`src/design/tce_pkg.sv`:
```
// Shared constants and types of the trigger count and error queue block
package tce_pkg;

  // ****************************************************************
  // Widths and sizes
  // ****************************************************************
  localparam int CNT_W = 16;
  localparam int PLUG_W = 8;
  localparam int REMOTE_W = 4;
  localparam int N_CH = 64;
  localparam int ERRQ_DEPTH = 8;
  localparam int ERRQ_AW = 3;

  // ****************************************************************
  // Reset values
  // ****************************************************************
  localparam logic [15:0] COUNT_RST = 16'h0000;  // Zero means unlimited
  localparam logic [15:0] COUNT_UNLIMITED = 16'h0000;
  localparam logic [15:0] MASK_RST = 16'hFFFF;   // Power-on: all ones

  // ****************************************************************
  // Channel addressing
  // ****************************************************************
  localparam logic [15:0] CH_FIRST = 16'h0064;     // 100
  localparam logic [15:0] CH_LAST = 16'h00A3;      // 163
  localparam logic [15:0] CH_LONG_MIN = 16'h2710;  // 10000, 5-digit form
  localparam logic [15:0] CH_REMOTE_MAX = 16'h3D73; // 15731
  localparam logic [15:0] CH_DIV = 16'h0064;       // Strips sub-channel

  // ****************************************************************
  // Answer numbers and text codes
  // ****************************************************************
  localparam logic [31:0] VERSION_NUM = 32'h000007C6;  // 1990
  localparam logic [31:0] ERR_ILLEGAL_PARAM = 32'hFFFFFF20;  // -224
  localparam logic [31:0] ERR_UNDEFINED = 32'hFFFFFF8F;      // -113
  localparam logic [15:0] ERR_QUEUE_OVERFLOW = 16'hFEA2;     // -350
  localparam logic [7:0] TXT_NONE = 8'h00;
  localparam logic [7:0] TXT_NO_ERROR = 8'h01;
  localparam logic [7:0] TXT_VERSION = 8'h02;
  localparam logic [7:0] TXT_NO_PLUG_ON = 8'h03;
  localparam logic [7:0] TXT_NO_DEVICE = 8'h04;
  localparam logic [7:0] TXT_ILLEGAL_PARAM = 8'h05;
  localparam logic [7:0] TXT_QUEUE_OVERFLOW = 8'h06;
  localparam logic [7:0] TXT_UNDEFINED = 8'h07;

  // ****************************************************************
  // Host command set
  // ****************************************************************
  typedef enum logic [3:0] {
    OP_SET_COUNT, OP_SET_UNLIMITED, OP_QUERY_COUNT, OP_ERROR_READ,
    OP_VERSION, OP_PLUG_TYPE, OP_REMOTE_TYPE, OP_MASK_WRITE,
    OP_MASK_QUERY, OP_EVENT_READ, OP_ARM, OP_ABORT, OP_FULL_RESET
  } tce_op_t;

endpackage

```
`src/design/tce_link_if.sv`:
```
// Carrier between the command logic, the error queue and the filter
`timescale 1ns/1ns
interface tce_link_if;
  // Error queue side
  logic push;
  logic [15:0] push_num;
  logic [7:0] push_msg;
  logic pop;
  logic clear;
  logic [15:0] head_num;
  logic [7:0] head_msg;
  logic empty;
  // Rising filter side
  logic mask_wr;
  logic [15:0] mask_data;
  logic ev_rd;
  logic [15:0] cond;
  logic [15:0] mask;
  logic [15:0] event_bits;

  modport ctl (
    output push, push_num, push_msg, pop, clear,
    output mask_wr, mask_data, ev_rd, cond,
    input head_num, head_msg, empty, mask, event_bits
  );
  modport queue (
    input push, push_num, push_msg, pop, clear,
    output head_num, head_msg, empty
  );
  modport filt (
    input mask_wr, mask_data, ev_rd, cond,
    output mask, event_bits
  );
endinterface

```
`src/design/tce_errq.sv`:
```
// Error queue held in flip-flops, read one entry at a time
`timescale 1ns/1ns
module tce_errq (
  // Clock and reset
  input wire logic CLK_SYS_I,
  input wire logic ARST_N_I,
  // Link to command logic
  tce_link_if.queue lk
);

  typedef struct packed {
    logic [tce_pkg::ERRQ_DEPTH-1:0][15:0] num;
    logic [tce_pkg::ERRQ_DEPTH-1:0][7:0] msg;
    logic [tce_pkg::ERRQ_AW-1:0] rd;
    logic [tce_pkg::ERRQ_AW-1:0] wr;
    logic [tce_pkg::ERRQ_AW:0] cnt;
  } tce_errq_st_t;

  tce_errq_st_t st_reg;
  tce_errq_st_t st_next;

  // ****************************************************************
  // Queue update
  // ****************************************************************
  // Clear beats a same-cycle push: a reset command must leave it empty
  always_comb begin
    st_next = st_reg;
    if (lk.clear) begin
      st_next.rd = '0;
      st_next.wr = '0;
      st_next.cnt = '0;
    end else begin
      if (lk.pop && st_reg.cnt != '0) begin
        st_next.rd = st_reg.rd + 1'b1;
        st_next.cnt = st_next.cnt - 1'b1;
      end
      if (lk.push) begin
        if (st_next.cnt == (tce_pkg::ERRQ_AW+1)'(tce_pkg::ERRQ_DEPTH)) begin
          // Full: newest slot now says entries were lost
          st_next.num[st_reg.wr - 1'b1] = tce_pkg::ERR_QUEUE_OVERFLOW;
          st_next.msg[st_reg.wr - 1'b1] = tce_pkg::TXT_QUEUE_OVERFLOW;
        end else begin
          st_next.num[st_reg.wr] = lk.push_num;
          st_next.msg[st_reg.wr] = lk.push_msg;
          st_next.wr = st_reg.wr + 1'b1;
          st_next.cnt = st_next.cnt + 1'b1;
        end
      end
    end
  end

  // State register
  always_ff @(posedge CLK_SYS_I or negedge ARST_N_I) begin
    if (!ARST_N_I) begin
      st_reg <= '0;
    end else begin
      st_reg <= st_next;
    end
  end

  // Head of queue seen by the command logic
  assign lk.head_num = st_reg.num[st_reg.rd];
  assign lk.head_msg = st_reg.msg[st_reg.rd];
  assign lk.empty = (st_reg.cnt == '0);

  a_clear_empties: assert property (
    @(posedge CLK_SYS_I) disable iff (!ARST_N_I)
    lk.clear |=> lk.empty
  ) else $error("queue not empty after clear");

  a_pop_removes_one: assert property (
    @(posedge CLK_SYS_I) disable iff (!ARST_N_I)
    (lk.pop && !lk.push && !lk.clear && !lk.empty)
      |=> st_reg.cnt == $past(st_reg.cnt) - 1'b1
  ) else $error("read did not remove exactly one entry");

endmodule

```
`src/design/tce_filt.sv`:
```
// Rising-edge transition filter with sticky event bits
`timescale 1ns/1ns
module tce_filt (
  // Clock and reset
  input wire logic CLK_SYS_I,
  input wire logic ARST_N_I,
  // Link to command logic
  tce_link_if.filt lk
);

  typedef struct packed {
    logic [15:0] mask;
    logic [15:0] cond_prev;
    logic [15:0] event_bits;
  } tce_filt_st_t;

  tce_filt_st_t st_reg;
  tce_filt_st_t st_next;
  logic [15:0] rise;

  // ****************************************************************
  // Filter and event latch
  // ****************************************************************
  // A rise in the read cycle still lands: set wins over clear
  always_comb begin
    st_next = st_reg;
    rise = st_reg.mask & lk.cond & ~st_reg.cond_prev;
    st_next.cond_prev = lk.cond;
    st_next.event_bits = (lk.ev_rd ? 16'h0000 : st_reg.event_bits) | rise;
    if (lk.mask_wr) begin
      st_next.mask = lk.mask_data;  // Only a mask write changes it
    end
  end

  // State register, mask at all ones from power-on
  always_ff @(posedge CLK_SYS_I or negedge ARST_N_I) begin
    if (!ARST_N_I) begin
      st_reg.mask <= tce_pkg::MASK_RST;
      st_reg.cond_prev <= 16'h0000;
      st_reg.event_bits <= 16'h0000;
    end else begin
      st_reg <= st_next;
    end
  end

  assign lk.mask = st_reg.mask;
  assign lk.event_bits = st_reg.event_bits;

  a_rise_sets_event: assert property (
    @(posedge CLK_SYS_I) disable iff (!ARST_N_I)
    (rise != 16'h0000) |=> (st_reg.event_bits & $past(rise)) == $past(rise)
  ) else $error("masked rising change did not set its event bit");

  a_mask_held: assert property (
    @(posedge CLK_SYS_I) disable iff (!ARST_N_I)
    !lk.mask_wr |=> st_reg.mask == $past(st_reg.mask)
  ) else $error("filter mask changed without a mask write");

endmodule

```
`src/design/tce_top.sv`:
```
// Trigger count sequencing and system query logic
//
// What this block does
// - Holds a count 0..65535; after arming accepts that many triggers.
// - Count zero means unlimited: return to waiting after every trigger.
// - Abort or full reset returns to idle; abort keeps configuration.
// - After reset the trigger count is zero, unlimited.
// - A count query returns the stored count; zero means unlimited.
// - At most one algorithm pass per accepted trigger; extras ignored.
// - No passes once triggers stop or the count runs out.
// - Each error read returns one signed entry and removes it.
// - Empty queue answers zero with a no-error message.
// - A full reset command empties the error queue.
// - Version query answers the fixed 1990 language version.
// - Mask query returns the 16-bit rising filter mask; a full reset command keeps it.
// - Plug-on query takes one channel 100..163; empty slot says none.
// - Remote query takes channel up to 15731, short or long form.
// - A set filter bit lets a rising condition set its event bit.
`timescale 1ns/1ns
module tce_top (
  // Clock and reset
  input wire logic CLK_SYS_I,
  input wire logic ARST_N_I,
  // Host command
  input wire logic CMD_VALID_I,
  input wire tce_pkg::tce_op_t CMD_OP_I,
  input wire logic [15:0] CMD_ARG_I,
  // Trigger and algorithm handshake
  input wire logic TRIG_I,
  input wire logic ALG_DONE_I,
  // Error sources and status conditions
  input wire logic ERR_PUSH_I,
  input wire logic [15:0] ERR_NUM_I,
  input wire logic [7:0] ERR_MSG_I,
  input wire logic [15:0] COND_I,
  // Attached unit types per channel slot, zero means absent
  input wire logic [63:0][7:0] PLUG_TYPE_I,
  input wire logic [63:0][3:0] REMOTE_TYPE_I,
  // Answer to host
  output logic RESP_VALID_O,
  output logic [31:0] RESP_NUM_O,
  output logic [7:0] RESP_TEXT_O,
  // Trigger system state
  output logic ALG_START_O,
  output logic TRIG_IDLE_O,
  output logic WAIT_TRIG_O
);

  // ****************************************************************
  // Types and state
  // ****************************************************************
  typedef enum logic [1:0] {ST_IDLE, ST_WAIT, ST_RUN} tce_trig_t;

  typedef struct packed {
    tce_trig_t state;
    logic unlimited;
    logic [15:0] remaining;
    logic [15:0] count;
    logic alg_start;
    logic idle;
    logic waiting;
    logic resp_valid;
    logic [31:0] resp_num;
    logic [7:0] resp_txt;
  } tce_top_st_t;

  tce_top_st_t st_reg;
  tce_top_st_t st_next;
  logic [6:0] slot;
  logic [7:0] plug_type;
  logic [3:0] remote_type;

  tce_link_if lk ();

  // ****************************************************************
  // Sub-blocks
  // ****************************************************************
  tce_errq u_errq (
    .CLK_SYS_I(CLK_SYS_I),
    .ARST_N_I(ARST_N_I),
    .lk(lk.queue)
  );

  tce_filt u_filt (
    .CLK_SYS_I(CLK_SYS_I),
    .ARST_N_I(ARST_N_I),
    .lk(lk.filt)
  );

  // ****************************************************************
  // Channel decode
  // ****************************************************************
  // Returns {valid, slot}; long form drops the two sub-channel digits
  function automatic logic [6:0] chan_slot(input logic [15:0] ch,
                                           input logic long_ok);
    logic [15:0] base;
    base = ch;
    if (long_ok && ch >= tce_pkg::CH_LONG_MIN &&
        ch <= tce_pkg::CH_REMOTE_MAX) begin
      base = ch / tce_pkg::CH_DIV;
    end
    if (base >= tce_pkg::CH_FIRST && base <= tce_pkg::CH_LAST) begin
      chan_slot = {1'b1, 6'(base - tce_pkg::CH_FIRST)};
    end else begin
      chan_slot = 7'h00;
    end
  endfunction

  // ****************************************************************
  // Next-state logic
  // ****************************************************************
  // Trigger sequencing first, then the host command, which may override
  always_comb begin
    st_next = st_reg;
    st_next.alg_start = 1'b0;
    st_next.resp_valid = 1'b0;
    slot = 7'h00;
    plug_type = 8'h00;
    remote_type = 4'h0;
    lk.push = ERR_PUSH_I;
    lk.push_num = ERR_NUM_I;
    lk.push_msg = ERR_MSG_I;
    lk.pop = 1'b0;
    lk.clear = 1'b0;
    lk.mask_wr = 1'b0;
    lk.mask_data = CMD_ARG_I;
    lk.ev_rd = 1'b0;
    lk.cond = COND_I;

    // Triggers while a pass runs are dropped, never queued
    unique case (st_reg.state)
      ST_IDLE: begin
        st_next.state = ST_IDLE;
      end
      ST_WAIT: begin
        if (TRIG_I) begin
          st_next.alg_start = 1'b1;
          st_next.state = ST_RUN;
          if (!st_reg.unlimited) begin
            st_next.remaining = st_reg.remaining - 1'b1;
          end
        end
      end
      ST_RUN: begin
        if (ALG_DONE_I) begin
          if (!st_reg.unlimited && st_reg.remaining == 16'h0000) begin
            st_next.state = ST_IDLE;
          end else begin
            st_next.state = ST_WAIT;
          end
        end
      end
    endcase

    if (CMD_VALID_I) begin
      st_next.resp_valid = 1'b1;
      st_next.resp_num = 32'h00000000;
      st_next.resp_txt = tce_pkg::TXT_NONE;
      case (CMD_OP_I)
        tce_pkg::OP_SET_COUNT: begin
          st_next.count = CMD_ARG_I;
        end
        tce_pkg::OP_SET_UNLIMITED: begin
          st_next.count = tce_pkg::COUNT_UNLIMITED;
        end
        tce_pkg::OP_QUERY_COUNT: begin
          st_next.resp_num = {16'h0000, st_reg.count};
        end
        tce_pkg::OP_ERROR_READ: begin
          if (lk.empty) begin
            st_next.resp_txt = tce_pkg::TXT_NO_ERROR;
          end else begin
            st_next.resp_num = {{16{lk.head_num[15]}}, lk.head_num};
            st_next.resp_txt = lk.head_msg;
            lk.pop = 1'b1;
          end
        end
        tce_pkg::OP_VERSION: begin
          st_next.resp_num = tce_pkg::VERSION_NUM;
          st_next.resp_txt = tce_pkg::TXT_VERSION;
        end
        tce_pkg::OP_PLUG_TYPE: begin
          slot = chan_slot(CMD_ARG_I, 1'b0);
          plug_type = PLUG_TYPE_I[slot[5:0]];
          if (!slot[6]) begin
            st_next.resp_num = tce_pkg::ERR_ILLEGAL_PARAM;
            st_next.resp_txt = tce_pkg::TXT_ILLEGAL_PARAM;
          end else if (plug_type == 8'h00) begin
            st_next.resp_txt = tce_pkg::TXT_NO_PLUG_ON;
          end else begin
            st_next.resp_num = {24'h000000, plug_type};
          end
        end
        tce_pkg::OP_REMOTE_TYPE: begin
          slot = chan_slot(CMD_ARG_I, 1'b1);
          remote_type = REMOTE_TYPE_I[slot[5:0]];
          if (!slot[6]) begin
            st_next.resp_num = tce_pkg::ERR_ILLEGAL_PARAM;
            st_next.resp_txt = tce_pkg::TXT_ILLEGAL_PARAM;
          end else if (remote_type == 4'h0) begin
            st_next.resp_txt = tce_pkg::TXT_NO_DEVICE;
          end else begin
            st_next.resp_num = {28'h0000000, remote_type};
          end
        end
        tce_pkg::OP_MASK_WRITE: begin
          lk.mask_wr = 1'b1;
        end
        tce_pkg::OP_MASK_QUERY: begin
          st_next.resp_num = {16'h0000, lk.mask};
        end
        tce_pkg::OP_EVENT_READ: begin
          st_next.resp_num = {16'h0000, lk.event_bits};
          lk.ev_rd = 1'b1;
        end
        tce_pkg::OP_ARM: begin
          // Arming an armed system is ignored, the run goes on
          if (st_reg.state == ST_IDLE) begin
            st_next.state = ST_WAIT;
            st_next.remaining = st_reg.count;
            st_next.unlimited = (st_reg.count == tce_pkg::COUNT_UNLIMITED);
          end
        end
        tce_pkg::OP_ABORT: begin
          st_next.state = ST_IDLE;
          st_next.alg_start = 1'b0;
        end
        tce_pkg::OP_FULL_RESET: begin
          st_next.state = ST_IDLE;
          st_next.alg_start = 1'b0;
          st_next.count = tce_pkg::COUNT_RST;
          lk.clear = 1'b1;
        end
        default: begin
          st_next.resp_num = tce_pkg::ERR_UNDEFINED;
          st_next.resp_txt = tce_pkg::TXT_UNDEFINED;
        end
      endcase
    end

    // Decoded state kept in flops so the outputs are registered
    st_next.idle = (st_next.state == ST_IDLE);
    st_next.waiting = (st_next.state == ST_WAIT);
  end

  // ****************************************************************
  // State register
  // ****************************************************************
  always_ff @(posedge CLK_SYS_I or negedge ARST_N_I) begin
    if (!ARST_N_I) begin
      st_reg <= '0;
      st_reg.state <= ST_IDLE;
      st_reg.count <= tce_pkg::COUNT_RST;
      st_reg.idle <= 1'b1;
    end else begin
      st_reg <= st_next;
    end
  end

  // Outputs straight from the state flops
  assign RESP_VALID_O = st_reg.resp_valid;
  assign RESP_NUM_O = st_reg.resp_num;
  assign RESP_TEXT_O = st_reg.resp_txt;
  assign ALG_START_O = st_reg.alg_start;
  assign TRIG_IDLE_O = st_reg.idle;
  assign WAIT_TRIG_O = st_reg.waiting;

  // ****************************************************************
  // Checks
  // ****************************************************************
  a_abort_to_idle: assert property (
    @(posedge CLK_SYS_I) disable iff (!ARST_N_I)
    (CMD_VALID_I && (CMD_OP_I == tce_pkg::OP_ABORT ||
                     CMD_OP_I == tce_pkg::OP_FULL_RESET))
      |=> TRIG_IDLE_O && !ALG_START_O
  ) else $error("abort or reset left the trigger system armed");

  a_reset_count_zero: assert property (
    @(posedge CLK_SYS_I) disable iff (!ARST_N_I)
    (CMD_VALID_I && CMD_OP_I == tce_pkg::OP_FULL_RESET)
      |=> st_reg.count == 16'h0000
  ) else $error("reset did not load a zero trigger count");

  a_count_answer: assert property (
    @(posedge CLK_SYS_I) disable iff (!ARST_N_I)
    (CMD_VALID_I && CMD_OP_I == tce_pkg::OP_QUERY_COUNT)
      |=> RESP_VALID_O && RESP_NUM_O == {16'h0000, $past(st_reg.count)}
  ) else $error("count query answer differs from stored count");

  a_count_exhausted: assert property (
    @(posedge CLK_SYS_I) disable iff (!ARST_N_I)
    (st_reg.state == ST_RUN && ALG_DONE_I && !st_reg.unlimited &&
     st_reg.remaining == 16'h0000 && !CMD_VALID_I)
      |=> TRIG_IDLE_O ##1 !ALG_START_O
  ) else $error("trigger system stayed armed after its last trigger");

  a_unlimited_rewait: assert property (
    @(posedge CLK_SYS_I) disable iff (!ARST_N_I)
    (st_reg.state == ST_RUN && ALG_DONE_I && st_reg.unlimited &&
     !CMD_VALID_I) |=> WAIT_TRIG_O
  ) else $error("unlimited count did not return to waiting");

  a_one_pass: assert property (
    @(posedge CLK_SYS_I) disable iff (!ARST_N_I)
    (ALG_START_O && !ALG_DONE_I) |=> !ALG_START_O && !WAIT_TRIG_O
  ) else $error("second pass started without a new accepted trigger");

  a_idle_no_pass: assert property (
    @(posedge CLK_SYS_I) disable iff (!ARST_N_I)
    TRIG_IDLE_O |=> !ALG_START_O
  ) else $error("pass started while the trigger system was idle");

  a_version_answer: assert property (
    @(posedge CLK_SYS_I) disable iff (!ARST_N_I)
    (CMD_VALID_I && CMD_OP_I == tce_pkg::OP_VERSION)
      |=> RESP_NUM_O == tce_pkg::VERSION_NUM &&
          RESP_TEXT_O == tce_pkg::TXT_VERSION
  ) else $error("version query gave the wrong answer");

  a_empty_no_error: assert property (
    @(posedge CLK_SYS_I) disable iff (!ARST_N_I)
    (CMD_VALID_I && CMD_OP_I == tce_pkg::OP_ERROR_READ && lk.empty)
      |=> RESP_NUM_O == 32'h00000000 &&
          RESP_TEXT_O == tce_pkg::TXT_NO_ERROR
  ) else $error("empty queue read did not answer no error");

endmodule

```
`config.mk`:
```
export PLATFORM = sky130hd
export DESIGN_NAME = tce_top
export DESIGN_NICKNAME = d
export VERILOG_FILES = /design/src/design/tce_pkg.sv /design/src/design/tce_link_if.sv /design/src/design/tce_errq.sv /design/src/design/tce_filt.sv /design/src/design/tce_top.sv
export SDC_FILE = /design/constraint.sdc
export NUM_CORES = 1
export LEC_CHECK = 0
export BUFFER_PORTS_ARGS = -buffer_cell sky130_fd_sc_hd__clkbuf_2
export CORE_AREA = 2 2 339 341
export CTS_CLUSTER_SIZE = 30
export DETAILED_ROUTE_END_ITERATION = 10
export DIE_AREA = 0 0 341 343
export PLACE_DENSITY_LB_ADDON = 0.08
export SETUP_SLACK_MARGIN = 0.1
export SLEW_MARGIN = 20
export SYNTH_ARGS = -nofsm -noshare
export SYNTH_HDL_FRONTEND = slang
export SYNTH_SLANG_ARGS = --single-unit
```
`constraint.sdc`:
```
create_clock -name CLK_SYS_I -period 3.87 [get_ports CLK_SYS_I]
set_clock_uncertainty 0.1 [all_clocks]
set_input_delay 0.774 -clock CLK_SYS_I [delete_from_list [all_inputs] [get_ports CLK_SYS_I]]
set_output_delay 0.774 -clock CLK_SYS_I [all_outputs]
set_load 0.01 [all_outputs]
```
======== After elaboration in Yosys (flattened, before gate mapping) ========
Index checks and enable logic that the tools add are counted.
Widths: inputs -> output; s select.
word-level totals
  memory bits (read-only) ................. 0
  output and inout port bits .............. 44
  bits of input ports ..................... 834
  logic and storage cells ................. 180
  bits in latches ......................... 0
  memories ................................ 0
  memory bits (writable) .................. 0
  register bits ........................... 329
operators by class
  shifts and indexed selects .............. 0
  $lt $le $gt $ge ......................... 13
  reductions and logical operators ........ 28
  divide/modulo/power cells ............... 1
  mux-type cells .......................... 70
  add/subtract/negate cells ............... 8
  multipliers ............................. 0
  bitwise gates (word level) .............. 11
  equal/unequal tests ..................... 17
operator list
  kind                 count
  $pmux 32 s8          1
  $mux 192             1
  $mux 16              10
  $bwmux 128           1
  $and 48x48->48       2
  $demux 16 s3         2
  $not 48->48          2
  $mux 40              2
  $or 80x80->80        1
  $bwmux 64            1
  $mux 7               8
  $bmux 16 s3          1
  $bmux 8 s6           1
  $demux 8 s3          2
  $mux 8               6
  $mux 41              1
  $pmux 8 s5           1
  $mux 36              1
  $and 16x16->16       2
  $ge 16x7->1 const B  2
  $le 16x8->1 const B  2
  $logic_not 16->1     2
  $mux 32              1
  $or 16x16->16        2
  45 further kinds     93

======== Logic depth before layout (Yosys ltp) ========
  depth after elaboration ................. 17
  gate-level depth with buffers ........... 42
  mapped depth without buffers ............ 32

======== Hierarchy ========
Synthesis repeated with hierarchy kept, for this count alone.
second synthesis, totals
  cells, all modules ...................... 2972
  area, all modules ....................... 25288.0 µm²
by module, submodules not included
  module    times used  cells each  sequential area each (µm²)  area each (µm²)
  tce_top   1           2148        1602.8                      13693.1
  tce_errq  1           676         5054.8                      9654.3
  tce_filt  1           148         1221.2                      1940.6

======== Worst setup path after synthesis ========
Ideal clock, no wire load.
  path type ............................... input to register
  start point ............................. input port CMD_ARG_I[11]
  end point ............................... register st_reg (netlist bit RESP_TEXT_O[2])
  data required time ...................... 3675 ps
  arrival time ............................ 8318 ps
  stages .................................. 35
  setup time .............................. 95 ps
  slack ................................... -4644 ps
  path buffers ............................ 3
  cells stage by stage .................... o31a_1 -> or3_1 -> and2_4 -> and3_1 -> o22ai_4 -> o311a_1 -> o2111ai_2 -> o21a_2 -> maj3_2 -> a311oi_2 -> mux2i_2 -> o31ai_1 -> a221o_1 -> a21oi_1 -> nor2_1 -> a21o_1 -> clkinv_1 -> clkbuf_1 -> ha_1 -> nor2b_1 -> o21ai_0 -> a21oi_1 -> o22a_1 -> buf_2 -> inv_1 -> nor3_1 -> clkbuf_1 -> mux2i_1 -> nand2_1 -> a32oi_1 -> o221a_2 -> mux2i_1 -> mux2_2 -> or3_1 -> o31ai_1
on the way
  longest elaborated chain between the ends .. 16
  elaborated cells between the ends (all ways) .. 27
  those cells by class .................... 1 x add/sub; 1 x div; 6 x order compare; 15 x mux; 4 x reduce/logical
RTL lines
  element                                                 line            RTL
  from (decl)                                             tce_top.sv:27   input wire logic [15:0] CMD_ARG_I,
  branches (longest 15 deep; another with $div 16x7->16)  n/a
  $pmux 8 s5 (*)                                          tce_top.sv:159  case (CMD_OP_I)
  to (signal assigned)                                    tce_top.sv:256  st_reg <= st_next;
  to (decl)                                               tce_top.sv:67   tce_top_st_t st_reg;
Mark *: on every way between the ends. The select of a mux whose other input is x is not followed.
A chain may end at the register's enable or synchronous reset.

======== Worst setup path after layout ========
Ends and elaborated chain as after synthesis.

==> Flow_metrics.wiki <==
{| class="wikitable"
! Metric !! Value
|-
| Result of the run || finished with violations
|-
| Violations in the final reports || negative setup slack
|-
| H-tree depth || 2
|-
| Cell row count || approximately 120
|-
| Total gr overflow || 0
|-
| Number of buffers between clock root and the deepest sink || 3
|-
| Routability cong. || 0.971
|-
| Number of hold buffers added after CTS || 0
|-
| Largest net degree at the start of global routing || 74
|-
| Total I/O pin count || 878
|-
| Flip-flop cell with the highest count after synthesis || dfrtp_1
|-
| Worst Setup Start Kind || input pin
|-
| Violation count after the first detailed-route iteration || 1976
|-
| Commonest non-fill, non-tap cell in the layout || clkbuf_2
|-
| Antenna Violating Nets Remaining || 0
|-
| Portion of total power attributed to sequential cells || 0.326
|-
| Area enclosed by the die boundary || ~0.12 mm2
|-
| Worst Reg-to-Reg Cells || 16
|-
| Period Utilization, post-route || 1.86
|-
| Placeable core area || 0.113 mm2
|-
| Worst Path Arrival || 7.57 ns
|-
| Number of buffers created by CTS || 38
|-
| Unrepaired setup endpoints after global routing || true
|-
| Cells after synthesis || 2810
|-
| Fmax achieved || 139 MHz
|-
| Sequential element share of the synthesized area || 0.329
|-
| Final hold violation count || 0
|-
| Final setup violation count || 20
|-
| Wire length of the first global-routing pass || 206000 um
|-
| Pre-Repair DR Iteration Count || 6
|-
| Destination of the critical timing path || RESP_TEXT_O[2]
|-
| Number of global-route vias before repair || 28212
|-
| Fraction of layout instances using a drive strength above 1 || 0.470
|-
| Max transition margin || 0.398
|-
| Clock network latency to the later pin of the worst-skew pair || 0.56 ns
|-
| Share of the synthesized area in the top cell type || 0.310
|-
| Synthesized area divided by synthesized cell count || ~8.5 um2
|-
| Aggregate global-route resource usage || 0.239
|-
| Setup slack on the worst flop-to-flop path || 0.45 ns
|-
| Clock period minus worst slack || between 7 and 8 ns
|-
| Proportion of synthesized flip-flops having asynchronous set or reset || 1.00
|-
| Post-DP HPWL || roughly 120000 um
|-
| Total design power || 16.5 mW
|-
| Minimum setup slack after placement || -4.37 ns
|-
| Kind of critical path || in2reg
|-
| Max-slew violation count || 0
|-
| Growth of design area from synthesis to finish || 55.8%
|-
| Number of nets at the end of the flow || 4873
|-
| Biggest area consumer among synthesized cells || dfrtp_1
|-
| Clock tree from TritonCTS || yes
|-
| Number of port buffers || slightly below 900
|-
| Setup ws final || -3.34 ns
|-
| Most used cells in the layout excluding fill and tap cells || clkbuf_2 (869), nand2_1 (559), buf_4 (476)
|-
| Max stage delay on crit path || 0.40 ns
|-
| DR vias || 27954
|-
| Per-cell via count in the routed design || 5.02
|-
| Number of max-capacitance violations reported || 0
|-
| Distinct cell type count after synthesis || 98
|-
| Post-synthesis cell area || 0.0240 mm2
|-
| Count of fill cells added during filler insertion || 12099
|-
| Clock sink count || 314
|-
| Design Area, Final || 0.0373 mm2
|-
| Average detailed-routed wire length per instance || ~26 um
|-
| Maximum net fanout on the critical path || 6
|-
| Placed standard-cell area || 0.0334 mm2
|-
| Worst min-delay path class || in2async
|-
| Switching part of the total power || 0.359
|-
| Critical Path Source || CMD_ARG_I[11]
|-
| Critical Path RT || 4.23 ns
|-
| Reg-to-Reg End || u_errq.st_reg[178]
|-
| Clk Tree Root Cell || clkbuf_16
|-
| Max FFs per register || 202
|-
| Synth Net Count || about 3700
|-
| Yosys synthesis warning count || 0
|-
| Starting utilization of the core area || 0.211
|-
| Total routed wirelength || 147000 um
|-
| Worst IR drop on VDD || 0.402 mV
|-
| Internal power || 10.6 mW
|-
| Relative contribution of combinational cells to total power || 0.458
|-
| Startpoint of the lowest-slack register-to-register path || u_errq.st_reg[0]
|-
| Clock-pin slew of the registers on the worst-case setup and hold paths || 0.07 ns
|-
| Number of enable-type register cells in the synthesized netlist || 0
|-
| Total power divided by cell area || 442 mW/mm2
|-
| Die outline height || 343 um
|-
| DRC violations left || 0
|-
| Die span in x || 341 um
|-
| Actual slew at the worst max-slew pin || 0.902 ns
|-
| Cell types with the largest area share after synthesis || dfrtp_1 (31%), nand2_1 (9.0%), mux2i_1 (6.4%)
|-
| Leak || 17.0 nW
|-
| FF+latch count, synth || 314
|-
| Worst setup EP type || flop
|-
| Slowest cell on the critical path || or3_4
|-
| Net Sw Power || just under 6 mW
|-
| Initial antenna violation count || 19
|-
| Final Hold Slack || 0.0865 ns
|-
| Relative contribution of the clock network to total power || 0.216
|-
| Library cell appearing most often on the critical path || buf_12
|}
worst min-delay path by stage:
stage / to / cells past startpoint / slack [ns] / start
4_1_cts: u_errq.st_reg[40] / 1 / 0.11 / ARST_N_I
3_3_place_gp: u_filt.lk.event_bits[15] / 1 / 0.31 / u_filt.st_reg[31]
2_1_floorplan: u_filt.lk.event_bits[0] / 1 / 0.31 / u_filt.st_reg[16]
6_report: u_errq.st_reg[40] / 1 / 0.09 / ARST_N_I
3_5_place_dp: u_filt.lk.event_bits[3] / 1 / 0.32 / u_filt.st_reg[19]
5_1_grt: u_errq.st_reg[40] / 1 / 0.12 / ARST_N_I
metrics by stage:
stage	std cells	TNS [ns]	util
global route	5572	-53.25	0.329
finish	5574	-48.37	0.329
floorplan	2810	-49.06	-
detailed placement	5402	-65.47	0.295
CTS	5507	-48.82	0.314
global placement	5402	-65.44	0.295
power by group through the flow:
stage / Sequential [mW] / Clock [mW] / Combinational [mW]
floorplan: 5.04 / 0 / 4.22
global placement: 5.44 / 0 / 6.97
detailed placement: 5.41 / 0 / 6.99
CTS: 5.37 / 3.67 / 7.23
global route: 5.54 / 3.79 / 8.18
finish: 5.38 / 3.56 / 7.57
layer usage:
layer / track usage / vias up / share of wire
met3: 0.0271 / 118 / 0.052
met5: 0 / - / 0.00035
met4: 0.0423 / 8 / 0.017
li1: - / 12909 / -
met1: 0.331 / 14019 / 0.45
met2: 0.402 / 900 / 0.48
synthesized netlist by cell type (49+ instances only):
| library cell | count |
|---|---|
| o22a_1 | 108 |
| clkbuf_1 | 181 |
| a22o_1 | 116 |
| buf_1 | 49 |
| mux4_2 | 65 |
| nand3_1 | 225 |
| o21ai_0 | 101 |
| mux2i_1 | 153 |
| nor2_1 | 91 |
| a311oi_1 | 62 |
| nand2_1 | 574 |
| dfrtp_1 | 297 |
| a21oi_1 | 99 |
layout make-up:
| class | instances | area, um2 | share of cell area |
|---|---|---|---|
| multi-input cells | 2160 | 16000 | 0.429 |
| repair buffers | 1476 | 10100 | 0.272 |
| flip-flops and latches | 314 | 7880 | 0.211 |
| well taps | 1512 | 1890 | 0.0507 |
| clock buffers | 61 | 1150 | 0.0308 |
| inverters | 34 | 139 | 0.00372 |
| clock inverters | 7 | 63.8 | 0.00171 |
| diodes | 10 | 25.0 | 0.000670 |
worst max-delay path, delay by kind of cell:
kind	cells	cell delay, ns
AOI/OAI and AO/OA	16	3.21
adders and majority gates	2	0.42
buffers and inverters	7	0.80
muxes	4	0.88
and+or+nand+nor	8	1.48
repair_timing:
action	CTS	global route
resized for setup	121	228
gates cloned	6	6
endpoints found under the setup margin	20	39
setup buffers	32	56
pin swaps	45	102
kinds of logic (layout without fill, tap and decap cells):
group / count (synthesis) / after routing / share of synthesized area
adders and majority gates: 16 / 16 / 0.00830
other: 0 / 10 / 0
buffers and inverters: 337 / 1578 / 0.0626
and+or+nand+nor: 1089 / 1090 / 0.204
DFF: 314 / 314 / 0.329
muxes: 247 / 247 / 0.139
AOI/OAI and AO/OA: 769 / 769 / 0.243
xor gates and xnor gates: 38 / 38 / 0.0139
Power figures use the tool's default switching activity.
